$ cat src/rtl/dsh_pkg.sv
package dsh_pkg;

    // ****************************************
    // object indices
    // ****************************************
    localparam logic [15:0] IDX_CONTROLWORD = 16'h6040;
    localparam logic [15:0] IDX_QUICK_STOP = 16'h605A;
    localparam logic [15:0] IDX_SHUTDOWN = 16'h605B;
    localparam logic [15:0] IDX_DISABLE_OP = 16'h605C;
    localparam logic [15:0] IDX_HALT = 16'h605D;
    localparam logic [15:0] IDX_FAULT = 16'h605E;
    localparam logic [15:0] IDX_REQ_MODE = 16'h6060;
    localparam logic [15:0] IDX_ACT_MODE = 16'h6061;
    localparam logic [15:0] IDX_HOME_OFFSET = 16'h607C;

    // ****************************************
    // reset values and field positions
    // ****************************************
    localparam logic [15:0] RST_QUICK_STOP = 16'h0002;
    localparam logic [15:0] RST_SHUTDOWN = 16'h0000;
    localparam logic [15:0] RST_DISABLE_OP = 16'h0000;
    localparam logic [15:0] RST_HALT = 16'h0000;
    localparam logic [15:0] RST_FAULT = 16'h0000;
    localparam logic [7:0] RST_MODE = 8'h01;
    localparam logic [15:0] RST_CONTROLWORD = 16'h0000;
    localparam logic [31:0] RST_HOME_OFFSET = 32'h0000_0000;
    localparam int CW_HOME_START_BIT = 4;
    localparam int CW_HALT_BIT = 8;

    // ****************************************
    // option codes
    // ****************************************
    localparam logic [15:0] OPT_OFF = 16'h0000;
    localparam logic [15:0] OPT_PROFILE_OFF = 16'h0001;
    localparam logic [15:0] OPT_QUICK_OFF = 16'h0002;
    localparam logic [15:0] OPT_PROFILE_HOLD = 16'h0005;
    localparam logic [15:0] OPT_QUICK_HOLD = 16'h0006;
    localparam logic [15:0] OPT_HALT_URGENT = 16'h0002;

    // ****************************************
    // types
    // ****************************************
    typedef enum logic [7:0] {
        MODE_PROFILE_POS = 8'h01,
        MODE_PROFILE_VEL = 8'h03,
        MODE_PROFILE_TRQ = 8'h04,
        MODE_HOMING = 8'h06,
        MODE_INTERP_POS = 8'h07
    } dsh_mode_t;

    typedef enum logic [1:0] {
        RAMP_NONE = 2'h0,
        RAMP_PROFILE = 2'h1,
        RAMP_QUICK = 2'h2,
        RAMP_HOMING = 2'h3
    } dsh_ramp_t;

    typedef enum logic [2:0] {
        ST_IDLE = 3'h0,
        ST_RAMP = 3'h1,
        ST_OFF = 3'h2,
        ST_HOLD_QS = 3'h3,
        ST_COAST = 3'h4
    } dsh_stop_state_t;

    typedef struct packed {
        dsh_ramp_t ramp;
        logic method_stop;
        logic power_off;
        logic hold_qs;
        logic coast;
    } dsh_stop_cmd_t;

    typedef struct packed {
        logic [15:0] quick_stop_reaction_select;
        logic [15:0] shutdown_reaction_select;
        logic [15:0] disable_op_reaction_select;
        logic [15:0] halt_reaction_select;
        logic [15:0] fault_reaction_select;
    } dsh_options_t;

endpackage : dsh_pkg

$ cat src/rtl/dsh_stop_mode_ctrl.sv
`timescale 1ns/1ps
module dsh_stop_mode_ctrl (
    input wire logic clk,
    input wire logic rst,
    input wire logic od_req,
    input wire logic od_write,
    input wire logic [15:0] od_index,
    input wire logic [31:0] od_wdata,
    output logic od_done,
    output logic od_error,
    output logic [31:0] od_rdata,
    input wire logic ev_shutdown,
    input wire logic ev_disable_op,
    input wire logic ev_quick_stop,
    input wire logic ev_fault,
    input wire logic ev_release,
    input wire logic standstill,
    input wire logic ref_found,
    output dsh_pkg::dsh_stop_cmd_t stop_cmd,
    output dsh_pkg::dsh_ramp_t halt_ramp,
    output dsh_pkg::dsh_mode_t active_control_mode,
    output logic homing_run,
    output logic homing_attained,
    output logic pos_load,
    output logic [31:0] pos_load_value
);

    // ****************************************
    // declarations
    // ****************************************
    dsh_pkg::dsh_options_t opts;
    dsh_pkg::dsh_stop_state_t state_reg;
    dsh_pkg::dsh_ramp_t plan_ramp;
    logic plan_hold;
    logic any_ev;
    logic hold_after_reg;
    logic [15:0] controlword_reg;
    logic [31:0] home_offset_reg;
    logic [7:0] requested_control_mode;
    logic opt_hit;
    logic opt_valid;
    logic od_ok;
    logic od_wr;
    logic homing_enable;
    logic [31:0] read_word;

    function automatic logic mode_ok(input logic [7:0] m);
        return (m == 8'h01) || (m == 8'h03) || (m == 8'h04) || (m == 8'h06) || (m == 8'h07);
    endfunction : mode_ok

    // ****************************************
    // option objects
    // ****************************************
    assign od_wr = od_req && od_write;

    dsh_option_regs u_opts (
        .clk(clk),
        .rst(rst),
        .wr_en(od_wr),
        .wr_index(od_index),
        .wr_data(od_wdata[15:0]),
        .opts(opts),
        .hit(opt_hit),
        .valid(opt_valid)
    );

    // ****************************************
    // object access decode
    // ****************************************
    always_comb begin
        case (od_index)
            dsh_pkg::IDX_CONTROLWORD: read_word = {16'h0000, controlword_reg};
            dsh_pkg::IDX_QUICK_STOP: read_word = {16'h0000, opts.quick_stop_reaction_select};
            dsh_pkg::IDX_SHUTDOWN: read_word = {16'h0000, opts.shutdown_reaction_select};
            dsh_pkg::IDX_DISABLE_OP: read_word = {16'h0000, opts.disable_op_reaction_select};
            dsh_pkg::IDX_HALT: read_word = {16'h0000, opts.halt_reaction_select};
            dsh_pkg::IDX_FAULT: read_word = {16'h0000, opts.fault_reaction_select};
            dsh_pkg::IDX_REQ_MODE: read_word = {24'h000000, requested_control_mode};
            dsh_pkg::IDX_ACT_MODE: read_word = {24'h000000, active_control_mode};
            dsh_pkg::IDX_HOME_OFFSET: read_word = home_offset_reg;
            default: read_word = 32'h0000_0000;
        endcase
        if (!od_write) begin
            od_ok = (od_index == dsh_pkg::IDX_CONTROLWORD) || opt_hit
                || (od_index == dsh_pkg::IDX_REQ_MODE) || (od_index == dsh_pkg::IDX_ACT_MODE)
                || (od_index == dsh_pkg::IDX_HOME_OFFSET);
        end else if (opt_hit) begin
            od_ok = opt_valid;
        end else if (od_index == dsh_pkg::IDX_REQ_MODE) begin
            od_ok = mode_ok(od_wdata[7:0]);
        end else begin
            od_ok = (od_index == dsh_pkg::IDX_CONTROLWORD)
                || (od_index == dsh_pkg::IDX_HOME_OFFSET);
        end
    end

    always_ff @(posedge clk) begin
        if (rst) begin
            od_done <= 1'b0;
            od_error <= 1'b0;
            od_rdata <= 32'h0000_0000;
        end else begin
            od_done <= od_req;
            od_error <= od_req && !od_ok;
            if (od_req && !od_write) begin
                od_rdata <= read_word;
            end
        end
    end

    // ****************************************
    // controlword, home offset, requested mode
    // ****************************************
    always_ff @(posedge clk) begin
        if (rst) begin
            controlword_reg <= dsh_pkg::RST_CONTROLWORD;
            home_offset_reg <= dsh_pkg::RST_HOME_OFFSET;
            requested_control_mode <= dsh_pkg::RST_MODE;
        end else if (od_wr) begin
            if (od_index == dsh_pkg::IDX_CONTROLWORD) begin
                controlword_reg <= od_wdata[15:0];
            end
            if (od_index == dsh_pkg::IDX_HOME_OFFSET) begin
                home_offset_reg <= od_wdata;
            end
            if (od_index == dsh_pkg::IDX_REQ_MODE && mode_ok(od_wdata[7:0])) begin
                requested_control_mode <= od_wdata[7:0];
            end
        end
    end

    // ****************************************
    // mode in force, switched only when quiet
    // ****************************************
    always_ff @(posedge clk) begin
        if (rst) begin
            active_control_mode <= dsh_pkg::MODE_PROFILE_POS;
        end else if (state_reg == dsh_pkg::ST_IDLE && !homing_run) begin
            active_control_mode <= dsh_pkg::dsh_mode_t'(requested_control_mode);
        end
    end

    // ****************************************
    // reaction plan for the winning event
    // ****************************************
    always_comb begin
        logic [15:0] code;
        code = 16'h0000;
        any_ev = ev_quick_stop || ev_disable_op || ev_shutdown;
        if (ev_quick_stop) begin
            code = opts.quick_stop_reaction_select;
        end else if (ev_disable_op) begin
            code = opts.disable_op_reaction_select;
        end else if (ev_shutdown) begin
            code = opts.shutdown_reaction_select;
        end
        plan_hold = 1'b0;
        case (code)
            dsh_pkg::OPT_PROFILE_OFF: plan_ramp = dsh_pkg::RAMP_PROFILE;
            dsh_pkg::OPT_QUICK_OFF: plan_ramp = dsh_pkg::RAMP_QUICK;
            dsh_pkg::OPT_PROFILE_HOLD: begin
                plan_ramp = dsh_pkg::RAMP_PROFILE;
                plan_hold = 1'b1;
            end
            dsh_pkg::OPT_QUICK_HOLD: begin
                plan_ramp = dsh_pkg::RAMP_QUICK;
                plan_hold = 1'b1;
            end
            default: plan_ramp = dsh_pkg::RAMP_NONE;
        endcase
    end

    // ****************************************
    // stop reaction sequencer
    // ****************************************
    always_ff @(posedge clk) begin
        if (rst) begin
            state_reg <= dsh_pkg::ST_IDLE;
            stop_cmd <= '0;
            hold_after_reg <= 1'b0;
        end else if (ev_fault && state_reg != dsh_pkg::ST_COAST) begin
            state_reg <= dsh_pkg::ST_COAST;
            stop_cmd <= '{dsh_pkg::RAMP_NONE, 1'b0, 1'b1, 1'b0, 1'b1};
        end else begin
            case (state_reg)
                dsh_pkg::ST_IDLE: begin
                    if (any_ev && plan_ramp == dsh_pkg::RAMP_NONE) begin
                        state_reg <= dsh_pkg::ST_OFF;
                        stop_cmd <= '{dsh_pkg::RAMP_NONE, 1'b1, 1'b1, 1'b0, 1'b0};
                    end else if (any_ev) begin
                        state_reg <= dsh_pkg::ST_RAMP;
                        stop_cmd <= '{plan_ramp, 1'b0, 1'b0, 1'b0, 1'b0};
                        hold_after_reg <= plan_hold;
                    end
                end
                dsh_pkg::ST_RAMP: begin
                    if (standstill && hold_after_reg) begin
                        state_reg <= dsh_pkg::ST_HOLD_QS;
                        stop_cmd <= '{dsh_pkg::RAMP_NONE, 1'b0, 1'b0, 1'b1, 1'b0};
                    end else if (standstill) begin
                        state_reg <= dsh_pkg::ST_OFF;
                        stop_cmd <= '{dsh_pkg::RAMP_NONE, 1'b0, 1'b1, 1'b0, 1'b0};
                    end
                end
                dsh_pkg::ST_OFF, dsh_pkg::ST_HOLD_QS, dsh_pkg::ST_COAST: begin
                    if (ev_release) begin
                        state_reg <= dsh_pkg::ST_IDLE;
                        stop_cmd <= '0;
                    end
                end
                default: begin
                    state_reg <= dsh_pkg::ST_IDLE;
                    stop_cmd <= '0;
                end
            endcase
        end
    end

    // ****************************************
    // halt ramp selection
    // ****************************************
    always_ff @(posedge clk) begin
        if (rst) begin
            halt_ramp <= dsh_pkg::RAMP_NONE;
        end else if (state_reg != dsh_pkg::ST_IDLE || !controlword_reg[dsh_pkg::CW_HALT_BIT]) begin
            halt_ramp <= dsh_pkg::RAMP_NONE;
        end else if (active_control_mode == dsh_pkg::MODE_HOMING) begin
            halt_ramp <= dsh_pkg::RAMP_HOMING;
        end else if (opts.halt_reaction_select == dsh_pkg::OPT_HALT_URGENT) begin
            halt_ramp <= dsh_pkg::RAMP_QUICK;
        end else begin
            halt_ramp <= dsh_pkg::RAMP_PROFILE;
        end
    end

    // ****************************************
    // homing
    // ****************************************
    assign homing_enable = (active_control_mode == dsh_pkg::MODE_HOMING)
        && (state_reg == dsh_pkg::ST_IDLE);

    dsh_homing u_homing (
        .clk(clk),
        .rst(rst),
        .enable(homing_enable),
        .cmd_start(controlword_reg[dsh_pkg::CW_HOME_START_BIT]),
        .cmd_halt(controlword_reg[dsh_pkg::CW_HALT_BIT]),
        .ref_found(ref_found),
        .home_offset(home_offset_reg),
        .run(homing_run),
        .attained(homing_attained),
        .pos_load(pos_load),
        .pos_load_value(pos_load_value)
    );

    // ****************************************
    // checks
    // ****************************************
    a_fault_coast: assert property (@(posedge clk) disable iff (rst)
        ev_fault |=> stop_cmd.coast && stop_cmd.power_off && stop_cmd.ramp == dsh_pkg::RAMP_NONE)
        else $error("fault did not coast the motor");
    a_shut_zero: assert property (@(posedge clk) disable iff (rst)
        state_reg == dsh_pkg::ST_IDLE && ev_shutdown && !ev_quick_stop && !ev_disable_op
        && !ev_fault && opts.shutdown_reaction_select == 16'h0000
        |=> stop_cmd.method_stop && stop_cmd.power_off)
        else $error("shutdown option 0 did not use stop method");
    a_disop_ramp: assert property (@(posedge clk) disable iff (rst)
        state_reg == dsh_pkg::ST_IDLE && ev_disable_op && !ev_quick_stop && !ev_fault
        && opts.disable_op_reaction_select == 16'h0001 ##1 !ev_fault && standstill
        |=> stop_cmd.power_off && stop_cmd.ramp == dsh_pkg::RAMP_NONE)
        else $error("disable operation option 1 did not ramp then cut power");
    a_qs_default: assert property (@(posedge clk) disable iff (rst)
        state_reg == dsh_pkg::ST_IDLE && ev_quick_stop && !ev_fault
        && opts.quick_stop_reaction_select == 16'h0002
        |=> stop_cmd.ramp == dsh_pkg::RAMP_QUICK && !stop_cmd.power_off)
        else $error("quick stop option 2 did not use quick ramp");
    a_qs_hold: assert property (@(posedge clk) disable iff (rst)
        state_reg == dsh_pkg::ST_RAMP && hold_after_reg && standstill && !ev_fault
        |=> stop_cmd.hold_qs && !stop_cmd.power_off)
        else $error("quick stop 5 or 6 did not stay in quick stop");
    a_halt_default: assert property (@(posedge clk) disable iff (rst)
        state_reg == dsh_pkg::ST_IDLE && controlword_reg[8] && opts.halt_reaction_select == 16'h0
        && active_control_mode != dsh_pkg::MODE_HOMING |=> halt_ramp == dsh_pkg::RAMP_PROFILE)
        else $error("halt option 0 not treated as normal ramp");
    a_mode_readonly: assert property (@(posedge clk) disable iff (rst)
        od_req && od_write && od_index == dsh_pkg::IDX_ACT_MODE |=> od_done && od_error)
        else $error("write to mode display not refused");
    a_mode_follows: assert property (@(posedge clk) disable iff (rst)
        $changed(active_control_mode) |-> active_control_mode == $past(requested_control_mode)
        && $past(state_reg) == dsh_pkg::ST_IDLE)
        else $error("active mode changed to other than the requested mode");
    c_qs_hold: cover property (@(posedge clk) disable iff (rst)
        state_reg == dsh_pkg::ST_RAMP ##[1:20] state_reg == dsh_pkg::ST_HOLD_QS);
    c_fault: cover property (@(posedge clk) disable iff (rst)
        state_reg == dsh_pkg::ST_RAMP ##1 state_reg == dsh_pkg::ST_COAST);
    c_halt_urgent: cover property (@(posedge clk) disable iff (rst)
        halt_ramp == dsh_pkg::RAMP_QUICK);

endmodule : dsh_stop_mode_ctrl

$ cat src/rtl/dsh_option_regs.sv
`timescale 1ns/1ps
module dsh_option_regs (
    input wire logic clk,
    input wire logic rst,
    input wire logic wr_en,
    input wire logic [15:0] wr_index,
    input wire logic [15:0] wr_data,
    output dsh_pkg::dsh_options_t opts,
    output logic hit,
    output logic valid
);

    // ****************************************
    // range check per option object
    // ****************************************
    function automatic logic value_ok(input logic [15:0] idx, input logic [15:0] v);
        logic ok;
        ok = 1'b0;
        case (idx)
            dsh_pkg::IDX_QUICK_STOP: ok = (v <= 16'h0002) || (v == 16'h0005) || (v == 16'h0006);
            dsh_pkg::IDX_SHUTDOWN: ok = (v <= 16'h0001);
            dsh_pkg::IDX_DISABLE_OP: ok = (v <= 16'h0001);
            dsh_pkg::IDX_HALT: ok = (v == 16'h0001) || (v == 16'h0002);
            dsh_pkg::IDX_FAULT: ok = (v == 16'h0000);
            default: ok = 1'b0;
        endcase
        return ok;
    endfunction : value_ok

    always_comb begin
        hit = (wr_index >= dsh_pkg::IDX_QUICK_STOP) && (wr_index <= dsh_pkg::IDX_FAULT);
        valid = value_ok(wr_index, wr_data);
    end

    // ****************************************
    // storage, bad values leave contents alone
    // ****************************************
    always_ff @(posedge clk) begin
        if (rst) begin
            opts.quick_stop_reaction_select <= dsh_pkg::RST_QUICK_STOP;
            opts.shutdown_reaction_select <= dsh_pkg::RST_SHUTDOWN;
            opts.disable_op_reaction_select <= dsh_pkg::RST_DISABLE_OP;
            opts.halt_reaction_select <= dsh_pkg::RST_HALT;
            opts.fault_reaction_select <= dsh_pkg::RST_FAULT;
        end else if (wr_en && valid) begin
            case (wr_index)
                dsh_pkg::IDX_QUICK_STOP: opts.quick_stop_reaction_select <= wr_data;
                dsh_pkg::IDX_SHUTDOWN: opts.shutdown_reaction_select <= wr_data;
                dsh_pkg::IDX_DISABLE_OP: opts.disable_op_reaction_select <= wr_data;
                dsh_pkg::IDX_HALT: opts.halt_reaction_select <= wr_data;
                default: opts.fault_reaction_select <= wr_data;
            endcase
        end
    end

    a_reject_bad_value: assert property (@(posedge clk) disable iff (rst)
        wr_en && !valid |=> $stable(opts))
        else $error("option changed on a refused write");
    a_halt_range: assert property (@(posedge clk) disable iff (rst)
        $changed(opts.halt_reaction_select) |-> opts.halt_reaction_select inside {16'h0001, 16'h0002})
        else $error("halt option took a value outside its range");

endmodule : dsh_option_regs

$ cat src/rtl/dsh_homing.sv
`timescale 1ns/1ps
module dsh_homing (
    input wire logic clk,
    input wire logic rst,
    input wire logic enable,
    input wire logic cmd_start,
    input wire logic cmd_halt,
    input wire logic ref_found,
    input wire logic [31:0] home_offset,
    output logic run,
    output logic attained,
    output logic pos_load,
    output logic [31:0] pos_load_value
);

    logic start_prev_reg;

    always_ff @(posedge clk) begin
        if (rst) begin
            start_prev_reg <= 1'b0;
        end else begin
            start_prev_reg <= cmd_start;
        end
    end

    // ****************************************
    // start, abort and completion
    // ****************************************
    always_ff @(posedge clk) begin
        if (rst) begin
            run <= 1'b0;
            attained <= 1'b0;
            pos_load <= 1'b0;
            pos_load_value <= 32'h0000_0000;
        end else begin
            pos_load <= 1'b0;
            if (!enable || !cmd_start) begin
                run <= 1'b0;
            end else if (!cmd_halt) begin
                if (!start_prev_reg) begin
                    run <= 1'b1;
                    attained <= 1'b0;
                end else if (run && ref_found) begin
                    run <= 1'b0;
                    attained <= 1'b1;
                    pos_load <= 1'b1;
                    pos_load_value <= home_offset;
                end
            end
        end
    end

    a_abort_on_fall: assert property (@(posedge clk) disable iff (rst)
        $fell(cmd_start) |=> !run && !pos_load)
        else $error("homing kept running after start bit fell");
    a_offset_load: assert property (@(posedge clk) disable iff (rst)
        pos_load |-> pos_load_value == $past(home_offset) && attained && !run)
        else $error("position not loaded with home offset");
    a_halt_blocks: assert property (@(posedge clk) disable iff (rst)
        cmd_halt && !run |=> !run)
        else $error("homing started while halt set");
    c_homing_done: cover property (@(posedge clk) disable iff (rst)
        run ##[1:20] pos_load);

endmodule : dsh_homing

$ cat config.mk
export PLATFORM = sky130hd
export DESIGN_NAME = dsh_stop_mode_ctrl
export DESIGN_NICKNAME = d
export VERILOG_FILES = /design/src/rtl/dsh_pkg.sv /design/src/rtl/dsh_stop_mode_ctrl.sv /design/src/rtl/dsh_option_regs.sv /design/src/rtl/dsh_homing.sv
export SDC_FILE = /design/constraint.sdc
export NUM_CORES = 1
export LEC_CHECK = 0
export BUFFER_PORTS_ARGS = -buffer_cell sky130_fd_sc_hd__buf_2
export CAP_MARGIN = 15
export CORE_ASPECT_RATIO = 2
export CORE_UTILIZATION = 50
export DETAILED_ROUTE_END_ITERATION = 7
export PLACE_DENSITY = 0.72
export SYNTH_ARGS = -nofsm -noshare
export SYNTH_HDL_FRONTEND = slang
export SYNTH_SLANG_ARGS = --single-unit
$ cat constraint.sdc
create_clock -name clk -period 2.95 [get_ports clk]
set_input_delay 0.4425 -clock clk [delete_from_list [all_inputs] [get_ports clk]]
set_output_delay 0.4425 -clock clk [all_outputs]
set_load 0.02 [all_outputs]
==> impl_metrics.json <==
{
  "nNetsFinal": 1182,
  "synth_async_sr_flop_share_pct": 0,
  "std_cell_rows": 69,
  "drive_gt1_share_pct": 22.58,
  "p_int_mw": 4.994,
  "insertion_delay_ns": 0.50,
  "num_io_pins": 144,
  "p_leak_nw": 4.491,
  "dp.final_hpwl_um": 18590,
  "antenna_found_initial": 0,
  "grt_pass1_wl_um": 40320,
  "seq_area_frac_synth_pct": 50.03,
  "relSlewSlack_pct": 44.50,
  "start_kind": "register",
  "reg2reg_from": "active_control_mode[3]",
  "crit_start": "active_control_mode[3]",
  "rsz0062_at_grt": "no",
  "skew_ns": 0.01267,
  "core_region_area_um2": 17700,
  "start_util_pct": 50.87,
  "port_buffers": 143,
  "synth.distinct_cells": 64,
  "cts.repair.resized": 0,
  "worstHoldPathType": "in -> reg",
  "wire_per_inst_um": 18.77,
  "tightest_slew_ns": 0.8325,
  "synth-seq-cells": 225,
  "drt_iter0_drc": 377,
  "setup_viol": 0,
  "status": "complete, no violations",
  "final_hold_viol_count": 0,
  "nFillCells": 1586,
  "die-area_um2": 18580,
  "setup-tns-final_ns": 0,
  "fmax_mhz": 455.9,
  "worstPathArrival_ns": 2.55,
  "critPathCaptureType": "register",
  "required_ns": 3.31,
  "drc_errors": 0,
  "cts-root-buf": "clkbuf_16",
  "clkTransAtPathRegs_ns": 0.07,
  "worstSetupPathType": "reg -> reg",
  "maxSlewViolCount": 0,
  "grt_pass1_vias": 7576,
  "maxCapViolCount": 0,
  "min_period_over_period_pct": 74.36,
  "postCtsSetupRepairBufs": 0,
  "cts_buffer_depth": 3,
  "grt.total_usage_pct": 27.03,
  "chipWidth_um": 96.89,
  "via_per_inst": 5.737,
  "cp_max_fo": 17,
  "cts-buffers-inserted": 21,
  "cts-htree-levels": 1,
  "p_total_mw": 6.400,
  "switchingPower_mw": 1.405,
  "synth_edf_count": 0,
  "grt_overflow": 0,
  "holdBufCountCts": 0,
  "power_density_nw_per_um2": 594.9,
  "power_frac_comb_pct": 4.9,
  "wirelength_um": 25360,
  "dr_total_vias": 7751,
  "clock_sinks": 225,
  "p_clk_share_pct": 47.4,
  "peakVddDrop_uv": 417.7,
  "regMostFlops": "u_opts.opts",
  "switching_share_pct": 21.96,
  "area_growth_syn_to_layout_pct": 19.48,
  "num_antenna_cells": 0,
  "drt_pass1_iterations": 5,
  "grt_max_degree": 81,
  "hold_start": "od_wdata[31]",
  "ant_nets": 0,
  "syn_nets": 1044,
  "syn_area_um2": 9004,
  "fin_crit_ns": 2.194,
  "place.gp.congestion": 0.9522,
  "cts_tree": "yes",
  "die_h_um": 191.8,
  "synthCells": 985,
  "syn_area_per_cell_um2": 9.141,
  "seqPwrFrac_pct": 47.8,
  "synthFlopType": "dfxtp_1",
  "yosys_warnings": 0,
  "largest_reg_flops": 80
}
cell usage after synthesis, types with 3 or more instances:
| cell type | n | area share, % |
|---|---|---|
| dfxtp_1 | 225 | 50 |
| nand2_1 | 157 | 6.5 |
| nor2_1 | 90 | 3.8 |
| a21oi_1 | 68 | 3.8 |
| and2_1 | 68 | 4.7 |
| mux2i_1 | 52 | 5.8 |
| clkbuf_1 | 40 | 1.7 |
| a22oi_1 | 26 | 2.2 |
| mux2_2 | 18 | 2.3 |
| nor3_1 | 17 | 0.94 |
| a222oi_1 | 16 | 1.8 |
| and3_1 | 15 | 1.0 |
| nor2b_1 | 13 | 0.90 |
| nor4_1 | 13 | 0.90 |
| o21ai_0 | 13 | 0.72 |
| nand3_1 | 12 | 0.67 |
| and4_1 | 11 | 1.1 |
| buf_2 | 11 | 0.61 |
| nand4_1 | 11 | 0.76 |
| and2_4 | 10 | 0.97 |
| a221oi_1 | 8 | 0.78 |
| or3_1 | 8 | 0.56 |
| inv_1 | 7 | 0.29 |
| a31oi_1 | 6 | 0.42 |
| nand3b_1 | 5 | 0.42 |
| nor3_2 | 4 | 0.44 |
| nor4_2 | 4 | 0.56 |
| o21ai_1 | 4 | 0.22 |
| a31o_2 | 3 | 0.29 |
| buf_1 | 3 | 0.13 |
| buf_6 | 3 | 0.38 |
| nor3b_1 | 3 | 0.25 |
| o211ai_1 | 3 | 0.25 |
| or4_1 | 3 | 0.25 |
kinds of logic (layout without fill, tap and decap cells):
group	Yosys count	in the layout	synth area share, %
mux	70	70	8.032
flops	225	225	50.03
xor+xnor	2	2	0.1946
buf+inv	66	219	3.238
compound gates	164	164	12.31
simple gates	458	458	26.20
cell type report:
class / count / area [um2] / area share (%)
multi-input cells: 694 / 4217 / 39.20
repair buffers: 174 / 975.9 / 9.072
clock buffers: 23 / 533.0 / 4.955
inverters: 7 / 26.28 / 0.2442
flip-flops and latches: 225 / 4504 / 41.87
well taps: 213 / 266.5 / 2.477
clock inverters: 15 / 235.2 / 2.187
worst paths after layout:
| path | depth (start not counted) | slack, ns | end |
|---|---|---|---|
| max | 7 | 0.76 | u_homing.pos_load_value[22] |
| min reg2reg | 2 | 0.45 | od_rdata[13] |
| min | 3 | 0.18 | home_offset_reg[31] |
| max reg2reg | 7 | 0.76 | u_homing.pos_load_value[22] |
critical path, stage by stage, from the launching register on:
cell and delay (ns):
dfxtp_1 0.35, nor4_1 0.35, nand4_1 0.33, nor2_1 0.31
nand4_1 0.18, buf_4 0.27, mux2i_1 0.20, nor2_1 0.05
placed cells by master (no fill, tap or decap), drive strengths merged, types with 7 or more instances in the layout:
cell and count:
nand4 12, o21ai 17, clkinv 7, mux2 18
a221oi 8, nor2 92, buf 174, nor2b 13
nand2 157, or3 8, clkbuf 23, dfxtp 225
nor4 17, and2 79, nor3 21, a21oi 68
nand3 12, a222oi 16, inv 8, a22oi 26
and3 15, mux2i 52, and4 11
layer usage:
layer,wire [um],part of all wire [%],GRT usage [%]
met5,0,0,0
met4,1319,5.2,14.58
met3,1136,4.5,3.239
met2,13070,52,49.43
met1,9835,39,30.31
stage by stage:
step                      utilization [%]  instance area [um2]  cells  worst slack (ns)  hold slack, ns
after detailed placement            56.44                 9990   1313            0.2880          0.4422
after global routing                60.78                10760   1351            0.5672          0.1884
after CTS                           60.78                10760   1351            0.7721          0.1752
final                               60.78                10760   1351            0.7564          0.1802
after global placement              56.44                 9990   1313            0.3062          0.4355
after floorplan                         -                 9004    985            0.6620          0.4296
power by group through the flow:
stage          logic (mW)  registers (mW)  clock network (mW)
2_1_floorplan       0.178            3.13                   0
3_3_place_gp        0.305            3.13                   0
3_5_place_dp        0.308            3.13                   0
4_1_cts             0.310            3.06                3.07
5_1_grt             0.337            3.06                3.19
6_report            0.312            3.06                3.03
No activity file was read; power rests on OpenSTA's default activity.
